### src/include/mtc_defs.svh
/*
 * constants of the magnetic threshold comparator: register addresses,
 * field positions, factory values and timing counts.
 * assumes a 16-bit word register port and a 200 MHz core clock.
 */
`ifndef MTC_DEFS_SVH
`define MTC_DEFS_SVH

`define MTC_AW            8
`define MTC_DW            16

`define MTC_A_FIELD       8'h00
`define MTC_A_TEMP        8'h01
`define MTC_A_STATE       8'h02
`define MTC_A_IRQ_STS     8'h08
`define MTC_A_IRQ_MSK     8'h09
`define MTC_A_RB_T1       8'h10
`define MTC_A_RB_H1       8'h11
`define MTC_A_RB_T2       8'h12
`define MTC_A_RB_H2       8'h13
`define MTC_A_RB_INV      8'h14
`define MTC_A_RB_OFS      8'h15
`define MTC_A_RB_FLT      8'h16
`define MTC_A_RB_MODE     8'h17
`define MTC_A_WR_T1       8'h30
`define MTC_A_WR_H1       8'h31
`define MTC_A_WR_T2       8'h32
`define MTC_A_WR_H2       8'h33
`define MTC_A_WR_INV      8'h34
`define MTC_A_WR_OFS      8'h35
`define MTC_A_WR_FLT      8'h36
`define MTC_A_WR_MODE     8'h37
`define MTC_RB_DELTA      8'h20

`define MTC_IRQ_RISE      0
`define MTC_IRQ_FALL      1
`define MTC_IRQ_SAMPLE    2
`define MTC_IRQ_W         3

`define MTC_RST_T1        16'hFF9C
`define MTC_RST_H1        16'h000A
`define MTC_RST_T2        16'h0064
`define MTC_RST_H2        16'h000A
`define MTC_RST_OFS       16'h0000
`define MTC_RST_FLT       7'h01
`define MTC_FLT_MIN       7'h01
`define MTC_FLT_MAX       7'h7F

`define MTC_CLK_MHZ       200
`define MTC_LINK_NS       64
`define MTC_LINK_CYC      ((`MTC_LINK_NS * `MTC_CLK_MHZ) / 1000)

`endif

### src/include/mtc_pkg.sv
/*
 * types of the magnetic threshold comparator.
 * assumes mtc_defs.svh for all numeric constants.
 */
`default_nettype none

package mtc_pkg;
    typedef enum logic [1:0] {
        MTC_OMNI,
        MTC_UNI,
        MTC_BI
    } mtc_mode_t;
endpackage

`default_nettype wire

### src/rtl/mtc_core.sv
/*
 * magnetic threshold comparator: parameter store, offset correction,
 * first-order low-pass filter, hysteresis comparator, interrupt status and
 * the register port.
 * assumes field and temperature words held stable around each rising edge
 * of sample_clk, which comes from outside the clock domain.
 */
// The address-and-strobe port was left to the implementer.
`include "mtc_defs.svh"

`default_nettype none

module mtc_core #(
    parameter int DW = `MTC_DW,
    parameter int AW = `MTC_AW
) (
    input  wire logic          clock,
    input  wire logic          rstn,
    input  wire logic          por_n,
    input  wire logic          clk_en,
    input  wire logic [AW-1:0] reg_addr,
    input  wire logic [DW-1:0] reg_wdata,
    input  wire logic          reg_wr,
    input  wire logic          reg_rd,
    output logic      [DW-1:0] reg_rdata,
    input  wire logic          sample_clk,
    input  wire logic [DW-1:0] field_raw,
    input  wire logic [DW-1:0] temp_raw,
    output logic               thr_out,
    output logic               irq
);

    // ----------------------------------------------------------------
    // elaboration checks
    // ----------------------------------------------------------------
    if (DW != 16) begin : g_dw_chk
        $error("mtc_core serves 16-bit words only");
    end
    if (AW < 6) begin : g_aw_chk
        $error("mtc_core needs an address of at least 6 bits");
    end

    // ----------------------------------------------------------------
    // parameter store
    // ----------------------------------------------------------------
    // held by por_n only: rstn leaves the settings alone, which stands
    // in for the nonvolatile copy kept across power cycles
    logic signed [15:0] t1_q;
    logic signed [15:0] h1_q;
    logic signed [15:0] t2_q;
    logic signed [15:0] h2_q;
    logic signed [15:0] ofs_q;
    logic        [6:0]  flt_q;
    logic               inv_q;
    mtc_pkg::mtc_mode_t mode_q;

    logic wr_t1;
    logic wr_h1;
    logic wr_t2;
    logic wr_h2;
    logic wr_inv;
    logic wr_ofs;
    logic wr_flt;
    logic wr_mode;
    logic wr_sts;
    logic wr_msk;

    assign wr_t1   = reg_wr && reg_addr == `MTC_A_WR_T1;
    assign wr_h1   = reg_wr && reg_addr == `MTC_A_WR_H1;
    assign wr_t2   = reg_wr && reg_addr == `MTC_A_WR_T2;
    assign wr_h2   = reg_wr && reg_addr == `MTC_A_WR_H2;
    assign wr_inv  = reg_wr && reg_addr == `MTC_A_WR_INV;
    assign wr_ofs  = reg_wr && reg_addr == `MTC_A_WR_OFS;
    assign wr_flt  = reg_wr && reg_addr == `MTC_A_WR_FLT;
    assign wr_mode = reg_wr && reg_addr == `MTC_A_WR_MODE;
    assign wr_sts  = reg_wr && reg_addr == `MTC_A_IRQ_STS;
    assign wr_msk  = reg_wr && reg_addr == `MTC_A_IRQ_MSK;

    // negative hysteresis would turn the comparator inside out: refused
    logic hyst_ok;
    logic flt_ok;
    logic mode_ok;

    assign hyst_ok = !reg_wdata[15];
    assign flt_ok  = reg_wdata[15:7] == 9'h000 && reg_wdata[6:0] != 7'h00;
    assign mode_ok = reg_wdata[15:2] == 14'h0000 && reg_wdata[1:0] != 2'h3;

    always_ff @(posedge clock) begin
        if (!por_n) begin
            t1_q   <= `MTC_RST_T1;
            h1_q   <= `MTC_RST_H1;
            t2_q   <= `MTC_RST_T2;
            h2_q   <= `MTC_RST_H2;
        end else if (clk_en) begin
            if (wr_t1) begin
                t1_q <= reg_wdata;
            end
            if (wr_h1 && hyst_ok) begin
                h1_q <= reg_wdata;
            end
            if (wr_t2) begin
                t2_q <= reg_wdata;
            end
            if (wr_h2 && hyst_ok) begin
                h2_q <= reg_wdata;
            end
        end
    end

    always_ff @(posedge clock) begin
        if (!por_n) begin
            ofs_q  <= `MTC_RST_OFS;
            flt_q  <= `MTC_RST_FLT;
            inv_q  <= 1'b0;
            mode_q <= mtc_pkg::MTC_OMNI;
        end else if (clk_en) begin
            if (wr_ofs) begin
                ofs_q <= reg_wdata;
            end
            if (wr_flt && flt_ok) begin
                flt_q <= reg_wdata[6:0];
            end
            if (wr_inv) begin
                inv_q <= reg_wdata != 16'h0000;
            end
            if (wr_mode && mode_ok) begin
                mode_q <= mtc_pkg::mtc_mode_t'(reg_wdata[1:0]);
            end
        end
    end

    // ----------------------------------------------------------------
    // sample clock crossing
    // ----------------------------------------------------------------
    logic       sclk_s1_q;
    logic       sclk_s2_q;
    logic       sclk_s3_q;
    logic       sclk_lvl_q;
    logic       sample_go;
    logic [15:0] fld_s1_q;
    logic [15:0] fld_s2_q;
    logic [15:0] tmp_s1_q;
    logic [15:0] tmp_s2_q;

    always_ff @(posedge clock) begin
        if (!rstn) begin
            sclk_s1_q <= 1'b0;
            sclk_s2_q <= 1'b0;
            sclk_s3_q <= 1'b0;
        end else if (clk_en) begin
            sclk_s1_q <= sample_clk;
            sclk_s2_q <= sclk_s1_q;
            sclk_s3_q <= sclk_s2_q;
        end
    end

    // a level counts only once the second and third stages agree
    always_ff @(posedge clock) begin
        if (!rstn) begin
            sclk_lvl_q <= 1'b0;
        end else if (clk_en && sclk_s2_q == sclk_s3_q) begin
            sclk_lvl_q <= sclk_s3_q;
        end
    end

    assign sample_go = clk_en && sclk_s2_q && sclk_s3_q && !sclk_lvl_q;

    // the words ride two stages so they are settled by the accepted edge
    always_ff @(posedge clock) begin
        if (!rstn) begin
            fld_s1_q <= 16'h0000;
            fld_s2_q <= 16'h0000;
            tmp_s1_q <= 16'h0000;
            tmp_s2_q <= 16'h0000;
        end else if (clk_en) begin
            fld_s1_q <= field_raw;
            fld_s2_q <= fld_s1_q;
            tmp_s1_q <= temp_raw;
            tmp_s2_q <= tmp_s1_q;
        end
    end

    // ----------------------------------------------------------------
    // offset correction and filter
    // ----------------------------------------------------------------
    logic signed [16:0] corr_wide;
    logic signed [15:0] corr;
    logic signed [16:0] diff;
    logic signed [16:0] step;
    logic signed [15:0] field_q;
    logic signed [15:0] temp_q;
    logic               cmp_go_q;

    assign corr_wide = 17'(signed'(fld_s2_q)) - 17'(ofs_q);

    // saturate so a large offset cannot wrap the reading round
    always_comb begin
        if (corr_wide > 17'sh07FFF) begin
            corr = 16'sh7FFF;
        end else if (corr_wide < -17'sh08000) begin
            corr = -16'sh8000;
        end else begin
            corr = corr_wide[15:0];
        end
    end

    // y += (x - y) / k with k the filter constant; division truncates toward
    // zero, so the reading can stop up to k-1 counts short of a step input
    assign diff = 17'(corr) - 17'(field_q);
    assign step = diff / signed'({10'h000, flt_q});

    always_ff @(posedge clock) begin
        if (!rstn) begin
            field_q  <= 16'sh0000;
            temp_q   <= 16'sh0000;
            cmp_go_q <= 1'b0;
        end else if (clk_en) begin
            cmp_go_q <= sample_go;
            if (sample_go) begin
                temp_q <= tmp_s2_q;
                if (flt_q == `MTC_FLT_MIN) begin
                    field_q <= corr;
                end else begin
                    field_q <= 16'(17'(field_q) + step);
                end
            end
        end
    end

    // ----------------------------------------------------------------
    // comparator
    // ----------------------------------------------------------------
    logic signed [17:0] fe;
    logic signed [17:0] t1e;
    logic signed [17:0] t2e;
    logic signed [17:0] off1_pos;
    logic signed [17:0] off1_neg;
    logic signed [17:0] off2_pos;
    logic               pos_q;
    logic               neg_q;
    logic               pos_d;
    logic               neg_d;
    logic               state;

    assign fe       = 18'(field_q);
    assign t1e      = 18'(t1_q);
    assign t2e      = 18'(t2_q);
    assign off1_pos = t1e - 18'(h1_q);
    assign off1_neg = t1e + 18'(h1_q);
    assign off2_pos = t2e - 18'(h2_q);

    always_comb begin
        pos_d = pos_q;
        neg_d = neg_q;
        case (mode_q)
            mtc_pkg::MTC_OMNI: begin
                // positive side on pair two, negative side on pair one
                if (fe > t2e) begin
                    pos_d = 1'b1;
                end else if (fe <= off2_pos) begin
                    pos_d = 1'b0;
                end
                if (fe < t1e) begin
                    neg_d = 1'b1;
                end else if (fe >= off1_neg) begin
                    neg_d = 1'b0;
                end
            end
            mtc_pkg::MTC_UNI, mtc_pkg::MTC_BI: begin
                // same law for both; only hysteresis against |t1| differs,
                // which decides whether the release point crosses zero
                neg_d = 1'b0;
                if (!t1_q[15]) begin
                    if (fe > t1e) begin
                        pos_d = 1'b1;
                    end else if (fe <= off1_pos) begin
                        pos_d = 1'b0;
                    end
                end else begin
                    if (fe < t1e) begin
                        pos_d = 1'b1;
                    end else if (fe >= off1_neg) begin
                        pos_d = 1'b0;
                    end
                end
            end
            default: begin
                pos_d = 1'b0;
                neg_d = 1'b0;
            end
        endcase
    end

    always_ff @(posedge clock) begin
        if (!rstn) begin
            pos_q <= 1'b0;
            neg_q <= 1'b0;
        end else if (clk_en && cmp_go_q) begin
            pos_q <= pos_d;
            neg_q <= neg_d;
        end
    end

    assign state = pos_q | neg_q;

    // pin and readable state leave the same flops
    always_ff @(posedge clock) begin
        if (!rstn) begin
            thr_out <= 1'b0;
        end else if (clk_en) begin
            thr_out <= state ^ inv_q;
        end
    end

    // ----------------------------------------------------------------
    // interrupts
    // ----------------------------------------------------------------
    logic [`MTC_IRQ_W-1:0] sts_q;
    logic [`MTC_IRQ_W-1:0] msk_q;
    logic [`MTC_IRQ_W-1:0] sts_set;
    logic [`MTC_IRQ_W-1:0] sts_clr;
    logic                  state_q;

    always_ff @(posedge clock) begin
        if (!rstn) begin
            state_q <= 1'b0;
        end else if (clk_en) begin
            state_q <= state;
        end
    end

    always_comb begin
        sts_set                  = '0;
        sts_set[`MTC_IRQ_RISE]   = state && !state_q;
        sts_set[`MTC_IRQ_FALL]   = !state && state_q;
        sts_set[`MTC_IRQ_SAMPLE] = cmp_go_q;
    end

    assign sts_clr = wr_sts ? reg_wdata[`MTC_IRQ_W-1:0] : '0;

    // a new event beats a clear in the same cycle
    always_ff @(posedge clock) begin
        if (!rstn) begin
            sts_q <= '0;
            msk_q <= '0;
        end else if (clk_en) begin
            sts_q <= (sts_q & ~sts_clr) | sts_set;
            if (wr_msk) begin
                msk_q <= reg_wdata[`MTC_IRQ_W-1:0];
            end
        end
    end

    assign irq = |(sts_q & msk_q);

    // ----------------------------------------------------------------
    // read port
    // ----------------------------------------------------------------
    logic [15:0] rd_mux;

    always_comb begin
        rd_mux = 16'h0000;
        case (reg_addr)
            `MTC_A_FIELD:   rd_mux = field_q;
            `MTC_A_TEMP:    rd_mux = temp_q;
            `MTC_A_STATE:   rd_mux = {15'h0000, thr_out};
            `MTC_A_IRQ_STS: rd_mux = {13'h0000, sts_q};
            `MTC_A_IRQ_MSK: rd_mux = {13'h0000, msk_q};
            `MTC_A_RB_T1:   rd_mux = t1_q;
            `MTC_A_RB_H1:   rd_mux = h1_q;
            `MTC_A_RB_T2:   rd_mux = t2_q;
            `MTC_A_RB_H2:   rd_mux = h2_q;
            `MTC_A_RB_INV:  rd_mux = {15'h0000, inv_q};
            `MTC_A_RB_OFS:  rd_mux = ofs_q;
            `MTC_A_RB_FLT:  rd_mux = {9'h000, flt_q};
            `MTC_A_RB_MODE: rd_mux = {14'h0000, mode_q};
            default:        rd_mux = 16'h0000;
        endcase
    end

    always_ff @(posedge clock) begin
        if (!rstn) begin
            reg_rdata <= 16'h0000;
        end else if (clk_en) begin
            reg_rdata <= reg_rd ? rd_mux : 16'h0000;
        end
    end

endmodule

`default_nettype wire

### config.mk
export PLATFORM = sky130hd
export DESIGN_NAME = mtc_core
export DESIGN_NICKNAME = d
export VERILOG_FILES = /design/src/include/mtc_pkg.sv /design/src/rtl/mtc_core.sv
export VERILOG_INCLUDE_DIRS = /design/src /design/src/include
export SDC_FILE = /design/constraint.sdc
export NUM_CORES = 1
export LEC_CHECK = 0
export BUFFER_PORTS_ARGS = -buffer_cell sky130_fd_sc_hd__clkbuf_2
export CORE_MARGIN = 2
export CORE_UTILIZATION = 60
export CTS_CLUSTER_SIZE = 30
export DETAILED_ROUTE_END_ITERATION = 12
export PLACE_DENSITY_LB_ADDON = 0.1
export SLEW_MARGIN = 20
export SYNTH_ARGS = -nofsm -noshare
export SYNTH_HDL_FRONTEND = slang
export SYNTH_SLANG_ARGS = --single-unit
### constraint.sdc
create_clock -name clock -period 46.5 [get_ports clock]
set_input_delay 4.65 -clock clock [delete_from_list [all_inputs] [get_ports clock]]
set_output_delay 4.65 -clock clock [all_outputs]
set_load 0.02 [all_outputs]
==> impl_metrics.yaml <==
setup_path:
  ff2ff_path_depth: 229
  end_kind: "register"
  r2r_slack_ns: 2.60
  path_max_fanout: 17
  critPathMostFrequentCell: "o21a_1"
  crit_path_start: "ofs_q[1]"
  worstSetupPathType: "register to register"
  reg2reg_from: "ofs_q[1]"
  cp_slowest_cell: "or4_4"
  critical_path_required_ns: 46.95
  start_kind: "register"
  worst_path_largest_cell_delay_ns: 0.48
  crit_arrival_ns: 44.35
  regToRegEndpoint: "field_q[15]"
sta:
  max_freq_ghz: 0.02278
  finalMaxSlewViolations: 0
  timing.final.ws_setup_ns: 2.596
  skew_ns: 0.02017
  fin_crit_sh_pct: 94.42
  setup_violations: 0
  tightestPinTransition_ns: 1.211
  slew-limit-headroom_pct: 18.99
  period_needed_ns: 43.90
  final.setup.tns_ns: 0
  final_hold_viol_count: 0
logic_synthesis:
  synth.ff_latch_count: 217
  ys_warn_count: 0
  ys_seq_area_share_pct: 19.94
  synth_nets: 3152
  yosys.cell_types.count: 112
  synth_edf_count: 0
  syn_inst: 2802
  avgSynthCellArea_sq_um: 7.776
  synthesis.area_sq_mm: 0.02179
  async_flop_share_pct: 0
  synthFlopType: "dfxtp_1"
grt:
  grt_start_max_net_pins: 91
  antenna_found_initial: 2
  grt_pass1_wl_um: 108700
  overflow: 0
  grt_pass1_vias: 20160
  grt_usage_pct: 35.53
cts:
  cts.clk_slew.worst_paths_ns: 0.06
  clk-insertion-delay-late_ns: 0.54
  clock_sinks: 217
  h-tree-depth: 1
  cts_buffers: 23
  ctsLongestPathBuffers: 3
  cts_root_buf: "clkbuf_16"
  cts_tree: "built"
detailed_routing:
  drt_first_pass_iters: 10
  initialDrtViolationCount: 1828
  drc: 0
  num_vias: 21280
  via_per_inst: 6.334
  ant_nets: 0
  wire_per_inst_um: 20.62
  routed_wl_um: 69280
status:
  status: "finished clean"
floorplan:
  dieWidth_um: 194.6
  start_util_pct: 61.11
  fp.dieArea_sq_mm: 0.03785
  die_h_um: 194.6
  fp.coreArea_sq_mm: 0.03566
  rows: 69
  ios: 81
min_path:
  min_to: "temp_q[15]"
  hold_start: "tmp_s2_q[15]"
  whs_path_depth: 2
  hp-class: "register to register"
final_layout:
  drive_gt1_share_pct: 11.91
  final_nets: 3230
  post-route-util_pct: 67.56
  area_growth_pct: 10.56
placed_design:
  dp_slack_ns: -1.561
  hpwl_um: 53560
  gp_congestion: 0.9376
  io_buffers: 80
run:
  drv_cap: 0
-- worst max-delay path by stage --
stage / end / slack, ns / depth (start not counted)
5_1_grt: field_q[15] / -0.43 / 230
4_1_cts: field_q[15] / 0.04 / 226
3_3_place_gp: field_q[15] / 0.27 / 223
2_1_floorplan: field_q[15] / 3.93 / 235
6_report: field_q[15] / 2.60 / 229
3_5_place_dp: field_q[15] / -1.56 / 224
-- registers in the layout (all words and copies together) (netlist names), 2 cells and up --
name	count
reg_rdata	16
flt_q	7
sts_q	3
temp_q	16
h1_q	16
field_q	16
tmp_s1_q	16
mode_q	2
ofs_q	16
h2_q	16
msk_q	3
t1_q	16
fld_s1_q	16
t2_q	16
fld_s2_q	16
tmp_s2_q	16
-- final cells by class --
type	instances	area (sq um)
Multi-Input combinational cell	2295	16690
Fill cell	3050	11570
Sequential cell	217	4344
Timing Repair Buffer	159	1005
Inverter	184	690.7
Clock buffer	28	614.3
Tap cell	461	576.8
Clock inverter	14	166.4
Antenna cell	2	5.005
-- Yosys cell counts (all sizes together), types with 31 or more instances --
| cell | instances | area share [%] |
|---|---|---|
| a31oi | 32 | 0.99 |
| dfxtp | 217 | 20 |
| and3 | 31 | 0.94 |
| clkbuf | 88 | 1.5 |
| a21o | 59 | 2.0 |
| nand2 | 333 | 5.8 |
| ha | 281 | 16 |
| xnor2 | 109 | 4.4 |
| o21ai | 121 | 2.8 |
| a21boi | 84 | 2.9 |
| a21oi | 168 | 4.0 |
| nor2 | 177 | 3.1 |
| nor2b | 147 | 4.2 |
| nand2b | 48 | 1.4 |
| o31ai | 32 | 1.1 |
| nor3 | 84 | 2.1 |
| mux2i | 94 | 4.3 |
| inv | 183 | 3.2 |
| o21a | 62 | 2.1 |
| o211ai | 50 | 1.7 |
| nand3 | 37 | 0.85 |
-- critical path: cells and delay by family, from the launching register on --
kind / cells / cell delay (ns)
flops: 1 / 0.40
compound gates: 129 / 22.94
simple gates: 62 / 10.48
xor+xnor: 3 / 0.53
buf+inv: 10 / 1.52
fa+ha+maj: 21 / 6.48
mux: 4 / 1.38
-- per-layer routing --
metal / global-route usage (%) / share of wire [%] / up-vias
li1: - / - / 10250
met1: 49.83 / 45 / 10080
met2: 56.44 / 43 / 829
met3: 5.969 / 8.8 / 123
met4: 9.231 / 2.9 / 0
met5: 0 / 0 / -
-- per-stage QoR --
stage          instances  instance area, sq um  hold WS (ns)
2_1_floorplan       2802                 21790        0.4403
3_3_place_gp        3265                 22580        0.4501
3_5_place_dp        3265                 22590        0.4611
4_1_cts             3309                 23460        0.4735
5_1_grt             3358                 24080        0.4959
6_report            3360                 24090        0.4693
-- repair_timing --
| action | in CTS | in global routing |
|---|---|---|
| resized for setup | 17 | 74 |
| gates cloned | 0 | 1 |
| hold buffers | 0 | 0 |
| pin swaps | 1 | 19 |
| buffers inserted | 2 | 48 |
| endpoints found under the setup margin | 10 | 16 |
-- cells by family after synthesis --
kind of cell	after synthesis	share of synthesized area, %
adder cells (fa/ha/maj)	287	16.69
AND/OR/NAND/NOR	979	22.41
AO/OA/AOI/OAI	774	24.73
XOR/XNOR	137	5.507
buffers and inverters	291	5.145
flip-flops	217	19.94
multiplexers	117	5.576
-- layout by cell type, fill, tap and decap left out, types with 16 or more instances in the layout --
master,instances
o21a_1,60
nand2_1,329
a21o_1,58
nor2b_1,141
a31oi_1,30
ha_1,281
xor2_1,28
o31ai_1,27
o211ai_1,49
nand3_1,35
a222oi_1,30
o21bai_1,21
mux2i_1,94
inv_1,181
mux2_2,18
clkbuf_2,79
a21boi_0,80
buf_4,76
dfxtp_1,217
o21ai_0,100
nand4_1,22
a21oi_1,149
and2_1,16
nor2_1,162
a21oi_2,16
and3_1,28
clkbuf_16,23
xnor2_1,108
nor3_1,77
o21ai_1,18
nand2b_1,48
Power is left out: the tool's default activity adds up to more than one toggle a clock period on the data nets, which glitch-free logic cannot reach.
